--- src/common/ium_defs.svh ---
`ifndef IUM_DEFS_SVH
`define IUM_DEFS_SVH
`define IUM_OFS_MASK_LOW    8'h40
`define IUM_OFS_MASK_MID    8'h44
`define IUM_OFS_MASK_HIGH   8'h48
`define IUM_OFS_UNMASK_LOW  8'h60
`define IUM_OFS_UNMASK_MID  8'h64
`define IUM_OFS_UNMASK_HIGH 8'h68
`define IUM_OFS_MODE        8'h80
`define IUM_OFS_IRQ_STATUS  8'h90
`define IUM_OFS_IRQ_ENABLE  8'h94
`define IUM_MODE_FLAG_BIT   0
`define IUM_MASK_RESET      1'b1
`define IUM_MODE_RESET      1'b0
`define IUM_CODE_TOP_BIT    11
`define IUM_NUM_INTS        96
`define IUM_RESP_OKAY       2'b00
`define IUM_RESP_SLVERR     2'b10
`endif

--- src/common/ium_pkg.sv ---
package ium_pkg;
   typedef struct packed {
      logic [11:0] code;
      logic        valid;
   } ium_event_t;
endpackage

--- src/logic/ium_code_remap.sv ---
`timescale 1ns/1ps
`include "ium_defs.svh"
// ----------------------------------------------------------------------
// Event code remap
// ----------------------------------------------------------------------
module ium_code_remap (
   input  wire logic              aclk,      // Clock.
   input  wire logic              aresetn,   // Synchronous reset, low.
   input  wire logic              remap_en,  // Remap flag.
   input  wire ium_pkg::ium_event_t evt_in,  // Code from priority logic.
   output      ium_pkg::ium_event_t evt_out  // Code toward the core.
);
   always_ff @(posedge aclk) begin
      if (!aresetn) begin
         evt_out <= '0;
      end else begin
         evt_out <= evt_in;
         if (remap_en) begin
            evt_out.code[`IUM_CODE_TOP_BIT] <= 1'b0;
         end
      end
   end

   AST_REMAP: assert property (@(posedge aclk) disable iff (!aresetn)
      ##1 $past(remap_en) && $past(evt_in.valid) |->
      evt_out.code == ($past(evt_in.code) & 12'h7ff))
      else $error("remap of top code bit wrong");
   AST_PASS: assert property (@(posedge aclk) disable iff (!aresetn)
      ##1 !$past(remap_en) |-> evt_out == $past(evt_in))
      else $error("code not passed unchanged");
endmodule

--- src/logic/ium_unmask_remap.sv ---
// The implementer's own choice: the AXI4-Lite interface to the registers.
`timescale 1ns/1ps
`include "ium_defs.svh"
// Notes on behaviour
// - Three write-only 32-bit unmask words at 0x60, 0x64, 0x68.
// - Writing one to an unmask bit clears its mask; zero leaves it.
// - Masks clear only via unmask words; mask words read and set.
// - Up to 96 interrupts; unused bits read zero, writes ignored.
// - A 32-bit read-write mode register holds the remap flag.
// - Flag set turns code 0xa00 into 0x200; clear passes unchanged.
// - Flag is bit 0 at 0x80, resets to 0, clears top code bit.
// - Mask words at 0x40, 0x44, 0x48 read back; one sets; reset all ones.
module ium_unmask_remap #(
   parameter int NUM_INTS = `IUM_NUM_INTS
) (
   input  wire logic               aclk,          // Clock, 10 MHz.
   input  wire logic               aresetn,       // Synchronous reset, low.
   input  wire logic [7:0]         s_axi_awaddr,  // Write address.
   input  wire logic               s_axi_awvalid, // Write address valid.
   output      logic               s_axi_awready, // Write address ready.
   input  wire logic [31:0]        s_axi_wdata,   // Write data.
   input  wire logic [3:0]         s_axi_wstrb,   // Write byte strobes.
   input  wire logic               s_axi_wvalid,  // Write data valid.
   output      logic               s_axi_wready,  // Write data ready.
   output      logic [1:0]         s_axi_bresp,   // Write response.
   output      logic               s_axi_bvalid,  // Write response valid.
   input  wire logic               s_axi_bready,  // Write response ready.
   input  wire logic [7:0]         s_axi_araddr,  // Read address.
   input  wire logic               s_axi_arvalid, // Read address valid.
   output      logic               s_axi_arready, // Read address ready.
   output      logic [31:0]        s_axi_rdata,   // Read data.
   output      logic [1:0]         s_axi_rresp,   // Read response.
   output      logic               s_axi_rvalid,  // Read data valid.
   input  wire logic               s_axi_rready,  // Read data ready.
   input  wire logic [95:0]        irq_req,       // Module requests, same clock.
   input  wire ium_pkg::ium_event_t evt_in,       // Selected code, same clock.
   output      logic [95:0]        irq_fwd,       // Requests to priority logic.
   output      logic [95:0]        mask_bits,     // Current mask vector.
   output      ium_pkg::ium_event_t evt_out,      // Code to the core.
   output      logic               irq           // Interrupt, level, high.
);
   // ----------------------------------------------------------------------
   // Helpers
   // ----------------------------------------------------------------------
   localparam logic [95:0] IMPL = (NUM_INTS >= 96) ? {96{1'b1}} :
                                  ((96'h1 << NUM_INTS) - 96'h1);

   function automatic logic [31:0] strb_mask(input logic [3:0] s);
      strb_mask = {{8{s[3]}}, {8{s[2]}}, {8{s[1]}}, {8{s[0]}}};
   endfunction

   function automatic logic [95:0] word_place(input logic [31:0] v,
                                              input logic [1:0]  idx);
      logic [95:0] r;
      r = '0;
      r[idx*32 +: 32] = v;
      word_place = r;
   endfunction

   // ----------------------------------------------------------------------
   // Write channel
   // ----------------------------------------------------------------------
   logic        aw_held_q;
   logic [7:0]  aw_addr_q;
   logic        w_held_q;
   logic [31:0] w_data_q;
   logic [3:0]  w_strb_q;
   logic        wr_fire;
   logic [31:0] wr_bits;
   logic        wr_mapped;
   logic [95:0] set_vec;
   logic [95:0] clr_vec;
   logic        mode_flag_q;
   logic [1:0]  irq_stat_q;
   logic [1:0]  irq_en_q;
   logic [1:0]  irq_stat_clr;

   // Both halves are held until the write fires and no new half is taken until the response is, so only one write is in
   // flight and a second address can never pair with the data of the first.
   assign wr_fire = aw_held_q && w_held_q && !s_axi_bvalid;
   assign wr_bits = w_data_q & strb_mask(w_strb_q);

   always_comb begin
      set_vec      = '0;
      clr_vec      = '0;
      irq_stat_clr = '0;
      wr_mapped    = 1'b1;
      unique case (aw_addr_q)
         `IUM_OFS_MASK_LOW:    set_vec = word_place(wr_bits, 2'd0);
         `IUM_OFS_MASK_MID:    set_vec = word_place(wr_bits, 2'd1);
         `IUM_OFS_MASK_HIGH:   set_vec = word_place(wr_bits, 2'd2);
         `IUM_OFS_UNMASK_LOW:  clr_vec = word_place(wr_bits, 2'd0);
         `IUM_OFS_UNMASK_MID:  clr_vec = word_place(wr_bits, 2'd1);
         `IUM_OFS_UNMASK_HIGH: clr_vec = word_place(wr_bits, 2'd2);
         `IUM_OFS_MODE:        wr_mapped = 1'b1;
         `IUM_OFS_IRQ_STATUS:  irq_stat_clr = wr_bits[1:0];
         `IUM_OFS_IRQ_ENABLE:  wr_mapped = 1'b1;
         default:              wr_mapped = 1'b0;
      endcase
      if (!wr_fire) begin
         set_vec      = '0;
         clr_vec      = '0;
         irq_stat_clr = '0;
      end
   end

   always_ff @(posedge aclk) begin
      if (!aresetn) begin
         aw_held_q <= 1'b0;
         aw_addr_q <= 8'h00;
      end else if (s_axi_awvalid && s_axi_awready) begin
         aw_held_q <= 1'b1;
         aw_addr_q <= {s_axi_awaddr[7:2], 2'b00};
      end else if (wr_fire) begin
         aw_held_q <= 1'b0;
      end
   end

   always_ff @(posedge aclk) begin
      if (!aresetn) begin
         w_held_q <= 1'b0;
         w_data_q <= 32'h0;
         w_strb_q <= 4'h0;
      end else if (s_axi_wvalid && s_axi_wready) begin
         w_held_q <= 1'b1;
         w_data_q <= s_axi_wdata;
         w_strb_q <= s_axi_wstrb;
      end else if (wr_fire) begin
         w_held_q <= 1'b0;
      end
   end

   always_ff @(posedge aclk) begin
      if (!aresetn) begin
         s_axi_awready <= 1'b0;
         s_axi_wready  <= 1'b0;
      end else begin
         s_axi_awready <= !aw_held_q && !(s_axi_awvalid && s_axi_awready) && !s_axi_bvalid;
         s_axi_wready  <= !w_held_q && !(s_axi_wvalid && s_axi_wready) && !s_axi_bvalid;
      end
   end

   always_ff @(posedge aclk) begin
      if (!aresetn) begin
         s_axi_bvalid <= 1'b0;
         s_axi_bresp  <= `IUM_RESP_OKAY;
      end else if (wr_fire) begin
         s_axi_bvalid <= 1'b1;
         s_axi_bresp  <= wr_mapped ? `IUM_RESP_OKAY : `IUM_RESP_SLVERR;
      end else if (s_axi_bready) begin
         s_axi_bvalid <= 1'b0;
      end
   end

   // ----------------------------------------------------------------------
   // Mask, mode and interrupt registers
   // ----------------------------------------------------------------------
   // A set and an unmask of the same bit cannot meet: each write hits one word.
   always_ff @(posedge aclk) begin
      if (!aresetn) begin
         mask_bits <= {96{`IUM_MASK_RESET}} & IMPL;
      end else begin
         mask_bits <= ((mask_bits & ~clr_vec) | set_vec) & IMPL;
      end
   end

   always_ff @(posedge aclk) begin
      if (!aresetn) begin
         mode_flag_q <= `IUM_MODE_RESET;
      end else if (wr_fire && aw_addr_q == `IUM_OFS_MODE && w_strb_q[0]) begin
         mode_flag_q <= w_data_q[`IUM_MODE_FLAG_BIT];
      end
   end

   always_ff @(posedge aclk) begin
      if (!aresetn) begin
         irq_en_q <= 2'b00;
      end else if (wr_fire && aw_addr_q == `IUM_OFS_IRQ_ENABLE && w_strb_q[0]) begin
         irq_en_q <= w_data_q[1:0];
      end
   end

   // Bit 0: a forwarded request is pending. Bit 1: a code reached the core.
   logic [1:0] irq_evt;
   assign irq_evt = {evt_out.valid, |irq_fwd};

   always_ff @(posedge aclk) begin
      if (!aresetn) begin
         irq_stat_q <= 2'b00;
         irq        <= 1'b0;
      end else begin
         irq_stat_q <= (irq_stat_q & ~irq_stat_clr) | irq_evt;
         irq        <= |(((irq_stat_q & ~irq_stat_clr) | irq_evt) & irq_en_q);
      end
   end

   always_ff @(posedge aclk) begin
      if (!aresetn) begin
         irq_fwd <= '0;
      end else begin
         irq_fwd <= irq_req & ~mask_bits & IMPL;
      end
   end

   ium_code_remap u_remap (
      .aclk     (aclk),
      .aresetn  (aresetn),
      .remap_en (mode_flag_q),
      .evt_in   (evt_in),
      .evt_out  (evt_out)
   );

   // ----------------------------------------------------------------------
   // Read channel
   // ----------------------------------------------------------------------
   always_ff @(posedge aclk) begin
      if (!aresetn) begin
         s_axi_arready <= 1'b0;
      end else begin
         s_axi_arready <= !s_axi_rvalid && !(s_axi_arvalid && s_axi_arready);
      end
   end

   always_ff @(posedge aclk) begin
      if (!aresetn) begin
         s_axi_rvalid <= 1'b0;
         s_axi_rdata  <= 32'h0;
         s_axi_rresp  <= `IUM_RESP_OKAY;
      end else if (s_axi_arvalid && s_axi_arready) begin
         s_axi_rvalid <= 1'b1;
         s_axi_rresp  <= `IUM_RESP_OKAY;
         unique case ({s_axi_araddr[7:2], 2'b00})
            `IUM_OFS_MASK_LOW:    s_axi_rdata <= mask_bits[31:0];
            `IUM_OFS_MASK_MID:    s_axi_rdata <= mask_bits[63:32];
            `IUM_OFS_MASK_HIGH:   s_axi_rdata <= mask_bits[95:64];
            // Unmask words read as zero so they are never taken for the live mask.
            `IUM_OFS_UNMASK_LOW,
            `IUM_OFS_UNMASK_MID,
            `IUM_OFS_UNMASK_HIGH: s_axi_rdata <= 32'h0;
            `IUM_OFS_MODE:        s_axi_rdata <= {31'h0, mode_flag_q};
            `IUM_OFS_IRQ_STATUS:  s_axi_rdata <= {30'h0, irq_stat_q};
            `IUM_OFS_IRQ_ENABLE:  s_axi_rdata <= {30'h0, irq_en_q};
            default: begin
               s_axi_rdata <= 32'h0;
               s_axi_rresp <= `IUM_RESP_SLVERR;
            end
         endcase
      end else if (s_axi_rready) begin
         s_axi_rvalid <= 1'b0;
      end
   end

   // ----------------------------------------------------------------------
   // Checks
   // ----------------------------------------------------------------------
   AST_UNMASK_CLEARS: assert property (@(posedge aclk) disable iff (!aresetn)
      wr_fire && aw_addr_q == `IUM_OFS_UNMASK_LOW |=>
      (mask_bits[31:0] & $past(wr_bits)) == 32'h0)
      else $error("unmask write left mask bit set");
   AST_UNMASK_ZERO_KEEPS: assert property (@(posedge aclk) disable iff (!aresetn)
      wr_fire && aw_addr_q == `IUM_OFS_UNMASK_MID |=>
      (mask_bits[63:32] | $past(wr_bits)) == ($past(mask_bits[63:32]) | $past(wr_bits)))
      else $error("unmask write disturbed other bits");
   AST_ONLY_UNMASK_CLEARS: assert property (@(posedge aclk) disable iff (!aresetn)
      $fell(mask_bits[0]) |-> $past(aw_addr_q) == `IUM_OFS_UNMASK_LOW && $past(wr_fire))
      else $error("mask bit cleared without unmask write");
   AST_MASK_SETS: assert property (@(posedge aclk) disable iff (!aresetn)
      wr_fire && aw_addr_q == `IUM_OFS_MASK_HIGH |=>
      (mask_bits[95:64] & $past(wr_bits & IMPL[95:64])) == $past(wr_bits & IMPL[95:64]))
      else $error("mask write did not set bits");
   AST_UNUSED_ZERO: assert property (@(posedge aclk) disable iff (!aresetn)
      (mask_bits & ~IMPL) == 96'h0)
      else $error("unimplemented mask bit set");
   AST_MODE_WRITE: assert property (@(posedge aclk) disable iff (!aresetn)
      wr_fire && aw_addr_q == `IUM_OFS_MODE && w_strb_q[0] |=>
      mode_flag_q == $past(w_data_q[0]))
      else $error("mode flag not written");
   AST_FORWARD: assert property (@(posedge aclk) disable iff (!aresetn)
      ##1 irq_fwd == ($past(irq_req) & ~$past(mask_bits) & IMPL))
      else $error("forwarding ignores mask");
   AST_WO_READ: assert property (@(posedge aclk) disable iff (!aresetn)
      s_axi_arvalid && s_axi_arready && s_axi_araddr == `IUM_OFS_UNMASK_LOW |=>
      s_axi_rvalid && s_axi_rdata == 32'h0)
      else $error("unmask word read not zero");

   // ----------------------------------------------------------------------
   // Reset, read-back, write, forwarding and interrupt checks
   // ----------------------------------------------------------------------
   AST_MASK_RESET: assert property (@(posedge aclk) disable iff (!aresetn)
      $rose(aresetn) |->
      mask_bits == IMPL)
      else $error("mask not all ones after reset");
   AST_MODE_RESET: assert property (@(posedge aclk) disable iff (!aresetn)
      $rose(aresetn) |->
      !mode_flag_q)
      else $error("mode flag not clear after reset");
   AST_FWD_RESET: assert property (@(posedge aclk) disable iff (!aresetn)
      $rose(aresetn) |->
      irq_fwd == 96'h0 && !evt_out.valid)
      else $error("request forwarded out of reset");
   AST_MASK_READ: assert property (@(posedge aclk) disable iff (!aresetn)
      s_axi_arvalid && s_axi_arready && {s_axi_araddr[7:2], 2'b00} == `IUM_OFS_MASK_MID |=>
      s_axi_rdata == $past(mask_bits[63:32]))
      else $error("mask word read back wrong");
   AST_MODE_READ: assert property (@(posedge aclk) disable iff (!aresetn)
      s_axi_arvalid && s_axi_arready && {s_axi_araddr[7:2], 2'b00} == `IUM_OFS_MODE |=>
      s_axi_rdata == {31'h0, $past(mode_flag_q)})
      else $error("mode register read back wrong");
   AST_UNMASK_NO_SET: assert property (@(posedge aclk) disable iff (!aresetn)
      wr_fire && aw_addr_q == `IUM_OFS_UNMASK_HIGH |=>
      (mask_bits & ~$past(mask_bits)) == 96'h0)
      else $error("unmask write set a mask bit");
   AST_SET_NO_CLEAR: assert property (@(posedge aclk) disable iff (!aresetn)
      wr_fire && aw_addr_q == `IUM_OFS_MASK_LOW |=>
      ($past(mask_bits) & ~mask_bits) == 96'h0)
      else $error("mask write cleared a mask bit");
   AST_UNMASK_OKAY: assert property (@(posedge aclk) disable iff (!aresetn)
      wr_fire && aw_addr_q == `IUM_OFS_UNMASK_MID |=>
      s_axi_bvalid && s_axi_bresp == `IUM_RESP_OKAY)
      else $error("unmask write not answered okay");
   AST_MODE_ONLY_WRITE: assert property (@(posedge aclk) disable iff (!aresetn)
      !(wr_fire && aw_addr_q == `IUM_OFS_MODE) |=>
      $stable(mode_flag_q))
      else $error("mode flag changed without a write");
   AST_MASK_ONLY_BUS: assert property (@(posedge aclk) disable iff (!aresetn)
      !wr_fire |=>
      $stable(mask_bits))
      else $error("mask changed without a write");
   AST_FWD_UNMASKED: assert property (@(posedge aclk) disable iff (!aresetn)
      (irq_fwd & $past(mask_bits)) == 96'h0)
      else $error("masked request forwarded");
   AST_IRQ_LEVEL: assert property (@(posedge aclk) disable iff (!aresetn)
      irq == |(irq_stat_q & $past(irq_en_q)))
      else $error("interrupt level disagrees with status");
   AST_STATUS_STICKY: assert property (@(posedge aclk) disable iff (!aresetn)
      irq_stat_q[1] && !irq_stat_clr[1] |=>
      irq_stat_q[1])
      else $error("status bit dropped without a clear");
   COV_UNMASK: cover property (@(posedge aclk) wr_fire && aw_addr_q == `IUM_OFS_UNMASK_HIGH);
   COV_MASK_SET: cover property (@(posedge aclk) wr_fire && aw_addr_q == `IUM_OFS_MASK_LOW);
   COV_STATUS_CLEAR: cover property (@(posedge aclk) |irq_stat_clr);
   COV_REMAP: cover property (@(posedge aclk) mode_flag_q && evt_in.valid);
   COV_FWD: cover property (@(posedge aclk) |irq_fwd);
endmodule

--- config.mk ---
export PLATFORM = sky130hd
export DESIGN_NAME = ium_unmask_remap
export DESIGN_NICKNAME = d
export VERILOG_FILES = /design/src/common/ium_pkg.sv /design/src/logic/ium_code_remap.sv /design/src/logic/ium_unmask_remap.sv
export VERILOG_INCLUDE_DIRS = /design/src /design/src/common
export SDC_FILE = /design/constraint.sdc
export NUM_CORES = 1
export LEC_CHECK = 0
export ABC_AREA = 1
export BUFFER_PORTS_ARGS = -buffer_cell sky130_fd_sc_hd__buf_2
export CAP_MARGIN = 15
export CORE_UTILIZATION = 35
export DETAILED_ROUTE_END_ITERATION = 7
export PLACE_DENSITY = 0.6
export REMOVE_ABC_BUFFERS = 1
export SLEW_MARGIN = 20
export SYNTH_ARGS = -nofsm -noshare
export SYNTH_HDL_FRONTEND = slang
export SYNTH_HIERARCHICAL = 1
export SYNTH_SLANG_ARGS = --single-unit
--- constraint.sdc ---
create_clock -name aclk -period 1.2 [get_ports aclk]
set_input_delay 0.12 -clock aclk [delete_from_list [all_inputs] [get_ports aclk]]
set_output_delay 0.12 -clock aclk [all_outputs]
set_load 0.03 [all_outputs]
* After elaboration in Yosys (flattened, before gate mapping)
Cells that the tools add are included.
Storage, ports and cells: flip-flop bits (word level) 296, output and inout port bits 247, logic and storage cells 98
Operators by class: eq/ne operators 18, mux-type cells 17, bitwise gates (word level) 11, reductions and logical operators 30
Operator list (number):
- $pmux W96 S3 | 2
- $and A96 B96 Y96 | 2
- $mux W96 | 2
- $not A96 Y96 | 2
- $pmux W32 S6 | 1
- $or A96 B96 Y96 | 1
- $reduce_or A96 Y1 | 1
- $eq A6 B5 Y1 const B | 12
- $eq A6 B6 Y1 const B | 6
- $and A32 B32 Y32 | 1
- $reduce_or A9 Y1 | 2
- $logic_and A1 B1 Y1 | 14
- $mux W1 | 8
- $mux W2 | 4
- $reduce_bool A2 Y1 | 4
- $logic_not A1 Y1 | 7
- $and A2 B2 Y2 | 2
- $reduce_or A2 Y1 | 2
- $not A2 Y2 | 1
- $or A2 B2 Y2 | 1
- $not A1 Y1 | 1

* Logic depth before layout (Yosys ltp)
Gate-level depths: netlist of run 1.
depth after elaboration 8, depth in mapped cells 11, gate-level depth less buffers 10

* By module
The synthesis of run 1 kept the hierarchy.
Modules (own cells, without submodules):
- ium_unmask_remap | times used 1, cells an instance 1453, area an instance 10894.2 um^2
- ium_code_remap | times used 1, cells an instance 40, area an instance 369.1 um^2

* Worst setup path before layout of run 1
Ideal clock, no wire load.
path type register -> register, start register s_axi_bvalid, end register mask_bits[73], setup slack -0.222 ns, data arrival time 1.305 ns, data required time 1.083 ns, stages on the path, launching flop included 10, setup time 0.117 ns, buffers on the path 0, path through dfxtp_1 > inv_1 > nand3_4 > inv_1 > nand2_1 > inv_2 > nand2_1 > inv_1 > a21oi_1 > nand2_1
On the way: cells in the longest elaborated chain, start to end 6, elaborated cells on any way between the ends 7
RTL lines:
- from (decl) | line ium_unmask_remap.sv:26 | output logic s_axi_bvalid,
- from (signal assigned) | line ium_unmask_remap.sv:145 | s_axi_bvalid <= 1'b0;
- from (signal assigned) | line ium_unmask_remap.sv:148 | s_axi_bvalid <= 1'b1;
- from (signal assigned) | line ium_unmask_remap.sv:151 | s_axi_bvalid <= 1'b0;
- $logic_not A1 Y1 (*) | line ium_unmask_remap.sv:80 | assign wr_fire = aw_held_q && w_held_q && !s_axi_bvalid;
- $logic_and A1 B1 Y1 (*) | line ium_unmask_remap.sv:80
- $mux W96 | line ium_unmask_remap.sv:100 | if (!wr_fire) begin
- $not A96 Y96 | line ium_unmask_remap.sv:163 | mask_bits <= ((mask_bits & ~clr_vec) | set_vec) & IMPL;
- $and A96 B96 Y96 | line ium_unmask_remap.sv:163
- $or A96 B96 Y96 (*) | line ium_unmask_remap.sv:163
- to (signal assigned) | line ium_unmask_remap.sv:161 | mask_bits <= {96{`IUM_MASK_RESET}} & IMPL;
- to (signal assigned) | line ium_unmask_remap.sv:163
- to (decl) | line ium_unmask_remap.sv:38 | output logic [95:0] mask_bits,
Every way passes the cells marked *; elsewhere a longest branch is shown, timed or not. A chain may end at the register's enable or synchronous reset.

* Final worst setup path of run 1
start register irq_fwd[46], end register irq_stat_q[0]
On the way: cells in the longest elaborated chain, start to end 2
RTL lines:
- from (decl) | line ium_unmask_remap.sv:37 | output logic [95:0] irq_fwd,
- from (signal assigned) | line ium_unmask_remap.sv:201 | irq_fwd <= irq_req & ~mask_bits & IMPL;
- $reduce_or A96 Y1 | line ium_unmask_remap.sv:185 | assign irq_evt = {evt_out.valid, |irq_fwd};
- $or A2 B2 Y2 | line ium_unmask_remap.sv:192 | irq_stat_q <= (irq_stat_q & ~irq_stat_clr) | irq_evt;
- to (signal assigned) | line ium_unmask_remap.sv:192
- to (decl) | line ium_unmask_remap.sv:74 | logic [1:0] irq_stat_q;
No other way between the ends.

==> results.tsv, run 1 <==
metric	value	unit
outcome	complete, but fails checks	
failing checks	setup timing	
RSZ-0062 raised after global routing	true	
nets	2345	
Final setup viols	111	
CTS buffer count	34	
setup_tns	-21170	ps
Top FF cell, synth	dfxtp_1	
CTS tree	built	
EDFF count, synth	0	
Clock Latency Late Sink	510	ps
Initial Util	35.6	%
largest net degree at the start of global routing	62	
# IOs	415	
Final HPWL DP	30900	µm
Critical Path Fanout Max	2	
placed inst area	14600	µm²
antenna cells	0	
Worst Path Required	1570	ps
most frequent cells in the layout	nand2_1, buf_2, nor2_1	
min cycle time layout	1520	ps
slowest CP cell	dfxtp_4	
clock skew	10.5	ps
Final Wtd Congestion	0.837	
CORE AREA	31600	µm²
Setup crit end kind	flip-flop	
crit path cell chain	nor2_4 > nand4_1 > nor2_1 > nand2_1 > nor2_4 > buf_4 > a21oi_2	
ys async rst share	0	%
critical setup path kind	reg -> reg	
Wirelength per Cell	18.9	µm
slowest stage delay, CP	350	ps
routed wire length	49100	µm
R2R setup slack	-320	ps
Max Freq	0.659	GHz
Cell Area, Synth	11300	µm²
CP Data Arrival Time	1890	ps
HP Class	in -> reg	
Avg Synthesized Cell Area	7.54	µm²
share of layout cells above drive strength 1	46.9	%
final hold vios	0	
post-route core utilization	64.1	%
Die ar.	32900	µm²
Area Overhead vs Synth	80.1	%
Mapped Cells	1493	
Yosys top cell area share	52.3	%
most common library cell in the layout ignoring fill and taps	nand2_1	
max-cap violations	0	
htree depth	2	
Yosys reg bits	294	
fin area	20300	µm²
die extent in x	181	µm
most used cell, CP	nor2_4	
synth top area cells	dfxtp_1, nand2_1, nor2_1, o21ai_0, a21oi_1	
worst vdd ir	988	µV
Final WS setup	-317	ps
sequential fraction of the synthesis area	52.3	%
DRC Markers	0	
Clk pin slew, worst setup/hold paths	50	ps
Synth Warn #	6	
CTS max path bufs	3	
antenna violations before repair	0	
Die Span Y	181	µm
vias in the first global route	12900	
first-pass iteration count of the detailed router	5	
Filler cells	2570	
CTS Root Cell	clkbuf_16	
vias per inst	4.96	
critical path startpoint category	flip-flop	
post-route ant nets	0	
PD cells	1130	nW/µm²
first-pass GRT wire length	73000	µm
Congestion Overflow GR	0	
final cycle utilization of the critical path	126	%
initial DRC count	786	
leakage power	9.30	nW
total power	22.9	mW
vias	12900	
max-slew violations	0	
Yosys cell types	33	
GRT Resource Usage Total	28.7	%
IO buf count	408	
clk sinks	294	
final hold slack	18.4	ps
num rows	65	
largest area contributor in the netlist	dfxtp_1	
## worst paths after layout
check	startpoint	end	cells after the start
setup / recovery	irq_fwd[46]$_SDFF_PN0_	irq_stat_q[0]$_SDFF_PN0_	7
hold / removal	s_axi_awvalid	aw_addr_q[4]$_SDFFE_PN0P_	3
setup reg to reg	irq_fwd[46]$_SDFF_PN0_	irq_stat_q[0]$_SDFF_PN0_	7
hold reg to reg	mask_bits[8]$_SDFF_PN1_	irq_fwd[8]$_SDFF_PN0_	1
## cell usage after synthesis (2+ instances only)
master,instances
buf_2,18
inv_1,92
clkbuf_1,40
nand2_2,42
buf_4,6
nand3_4,2
a21oi_1,83
and2_1,4
buf_12,2
nor2_4,5
o211ai_1,32
o21ai_0,117
inv_2,11
nand3_1,64
buf_6,4
nor2_2,5
nand4_1,11
o21ai_1,32
buf_1,3
nor3_1,3
nor2_1,237
nand2_1,375
nor4_1,2
dfxtp_1,294
## report_power, final
group / total, mW / switching [mW] / internal, mW / leakage [nW]
registers: 10.0 / 0.149 / 9.86 / 2.37
clock network: 10.7 / 4.10 / 6.57 / 0.556
logic: 2.26 / 1.13 / 1.13 / 6.37
## final cells by class
| type | instances | area (µm²) | area share [%] |
|---|---|---|---|
| well taps | 402 | 503 | 2.48 |
| flip-flops and latches | 294 | 6130 | 30.2 |
| clock buffers | 54 | 1040 | 5.12 |
| inverters | 106 | 444 | 2.19 |
| repair buffers | 719 | 6450 | 31.8 |
| multi-input cells | 1022 | 5620 | 27.7 |
| clock inverters | 5 | 100 | 0.493 |
## repair_timing
action,4_1_cts,5_1_grt
resized for setup,597,274
pin swaps,102,98
cloned,16,4
endpoints found under the setup margin,241,233
buffers inserted,30,24
endpoints found under the hold margin,154,1
hold buffers,154,1
## metrics by stage
stage,std cells,setup WS (ps)
3_3_place_gp,2337,-599
3_5_place_dp,2337,-649
5_1_grt,2602,-372
2_1_floorplan,1421,-878
4_1_cts,2590,-275
6_report,2602,-317
## state kept, by name, summed over array words and instances, names as in the netlist
| name | flops |
|---|---|
| aw_addr_q | 6 |
| s_axi_awready | 1 |
| irq_en_q | 2 |
| w_strb_q | 4 |
| s_axi_bvalid | 1 |
| mask_bits | 96 |
| aw_held_q | 1 |
| s_axi_arready | 1 |
| s_axi_rresp | 1 |
| u_remap/evt_out | 13 |
| w_held_q | 1 |
| s_axi_rdata | 32 |
| irq_fwd | 96 |
| s_axi_bresp | 1 |
| s_axi_wready | 1 |
| irq | 1 |
| irq_stat_q | 2 |
| mode_flag_q | 1 |
| w_data_q | 32 |
| s_axi_rvalid | 1 |
## kinds of logic after synthesis
group           count (synthesis)  share of synthesized area (%)
compound gates                265                           12.5
buf+inv                       179                           7.03
flops                         294                           52.3
other cells                     1                         0.0333
simple gates                  754                           28.2
## per-layer routing
metal / GRT usage [%] / routed length (µm) / vias up
met5: 0 / 0 / -
met4: 10.4 / 1570 / 0
met3: 5.38 / 3140 / 121
met2: 52.0 / 24600 / 535
met1: 33.5 / 19800 / 6080
li1: - / - / 6167
## critical path: cells and delay by family (launching register included)
family                 cells  cell delay (ps)
buffers and inverters      1              150
AOI/OAI and AO/OA          1               50
DFF                        1              350
and+or+nand+nor            5              830
Note: power is estimated with default switching activity, not from simulation.
==> inputs of run 2 (changes only) <==
--- a/config.mk
+++ b/config.mk
@@ -12,6 +12,7 @@
 export CORE_UTILIZATION = 35
 export DETAILED_ROUTE_END_ITERATION = 7
 export PLACE_DENSITY = 0.6
+export RECOVER_POWER = 100
 export REMOVE_ABC_BUFFERS = 1
 export SLEW_MARGIN = 20
 export SYNTH_ARGS = -nofsm -noshare
==> run 2 against run 1 <==
The run still ends with setup timing left. Global-route usage unchanged. Wire length about the same. Power up 0.11%. Combinational power about the same. Critical path depth unchanged. Critical path type unchanged. Critical endpoint unchanged. Highest routed layer unchanged.
==> results.tsv, run 2 (synthesis results as in run 1) <==
metric	value	unit
outcome	complete, but fails checks	
failing checks	setup timing	
Initial Util	35.6	%
first-pass iteration count of the detailed router	5	
CTS tree	built	
num rows	65	
critical path startpoint category	flip-flop	
WHS Endpoint	aw_addr_q[4]$_SDFFE_PN0P_	
die extent in x	181	µm
r2r endpoint	irq_stat_q[0]$_SDFF_PN0_	
Wirelength per Cell	18.9	µm
CORE AREA	31600	µm²
RSZ-0062 raised after global routing	true	
max-slew violations	0	
Top Registers	irq_fwd: 96 flops, mask_bits: 96 flops	
vias	12900	
max-cap violations	0	
Final setup viols	224	
total power	23.0	mW
vias per inst	4.96	
GR Layer Usage met2	52.0	%
antenna violations before repair	0	
share of layout cells above drive strength 1	42.4	%
HP Class	in -> reg	
Area Overhead vs Synth	78.2	%
CTS buffer count	34	
Max Freq	0.655	GHz
RR Startpoint	irq_fwd[46]$_SDFF_PN0_	
Critical Path Fanout Max	2	
final hold vios	0	
GRT busiest layer	met2	
htree depth	2	
Final Wtd Congestion	0.837	
initial DRC count	690	
register area	5950	µm²
Die ar.	32900	µm²
CTS max path bufs	3	
GRT Resource Usage Total	28.7	%
Setup crit end kind	flip-flop	
clk sinks	294	
worst vdd ir	997	µV
GR Layer Usage met3	5.38	%
nets	2345	
CP Data Arrival Time	1900	ps
Filler cells	2631	
hold path cells	3	
routed wire length	49100	µm
min cycle time layout	1530	ps
Final HPWL DP	30900	µm
R2R setup slack	-330	ps
Clock Latency Late Sink	510	ps
Die Span Y	181	µm
CTS Root Cell	clkbuf_16	
multi-input logic area	5610	µm²
critical setup path kind	reg -> reg	
final hold slack	20.1	ps
DRC Markers	0	
# IOs	415	
antenna cells	0	
clock skew	10.6	ps
post-route ant nets	0	
most common library cell in the layout ignoring fill and taps	nand2_1	
vias in the first global route	12900	
Final WS setup	-327	ps
PD cells	1140	nW/µm²
IO buf count	408	
met1 GRT Util	33.5	%
final cycle utilization of the critical path	127	%
Clk pin slew, worst setup/hold paths	50	ps
largest net degree at the start of global routing	62	
first-pass GRT wire length	73000	µm
Worst Path Required	1570	ps
pre-CTS setup slack	-649	ps
worst reg2reg path depth	7	
most frequent cells in the layout	nand2_1, dfxtp_1, nor2_1	
leakage power	9.29	nW
Congestion Overflow GR	0	
worst hold start	s_axi_awvalid	
## run 2: worst max-delay path, cell delays in order (launching register included)
cell,delay [ps]
dfxtp_4,350
nor2_4,140
nand4_1,230
nor2_1,150
nand2_1,100
nor2_4,210
buf_4,150
a21oi_2,50
## run 2: routing by layer
metal	up-vias	share of wire, %	wire [µm]
li1	6162	-	-
met1	6090	40	19600
met4	0	3.1	1530
met3	116	6.6	3220
met2	529	50	24800
met5	-	0	0
## run 2: layout make-up
class	instances	area share, %
Clock buffer	54	5.18
Clock inverter	5	0.499
Inverter	106	2.19
Multi-Input combinational cell	1022	28.0
Sequential cell	294	29.6
Tap cell	402	2.51
Timing Repair Buffer	719	32.0
## run 2: what timing repair did
action,CTS,global route
hold buffers,154,1
gates resized for setup,597,274
pin swaps,102,98
endpoints found under the hold margin,154,1
setup buffers,30,24
gates cloned,16,4
endpoints found under the setup margin,241,233
## run 2: how the worst max path moves through the flow
| stage | from | to | slack (ps) |
|---|---|---|---|
| floorplan | s_axi_wready$_SDFF_PN0_ | s_axi_wready$_SDFF_PN0_ | -880 |
| global placement | irq_fwd[46]$_SDFF_PN0_ | irq$_SDFF_PN0_ | -600 |
| detailed placement | irq_fwd[46]$_SDFF_PN0_ | irq$_SDFF_PN0_ | -650 |
| CTS | irq_fwd[47]$_SDFF_PN0_ | irq$_SDFF_PN0_ | -280 |
| global route | irq_fwd[18]$_SDFF_PN0_ | irq$_SDFF_PN0_ | -370 |
| finish | irq_fwd[46]$_SDFF_PN0_ | irq_stat_q[0]$_SDFF_PN0_ | -330 |
## run 2: per-stage QoR
stage	TNS (ps)	instance area [µm²]	std cells	utilization (%)
finish	-25690	20100	2602	63.4
global route	-39140	20100	2602	63.4
CTS	-18850	19400	2590	61.3
detailed placement	-24820	14600	2337	46.2
global placement	-22290	14600	2337	46.2
floorplan	-80090	10900	1421	-
## run 2: power breakdown
group / internal [mW] / switching [mW]
combinational: 1.12 / 1.12
clock: 6.57 / 4.09
sequential: 9.91 / 0.148
total: 17.6 / 5.36
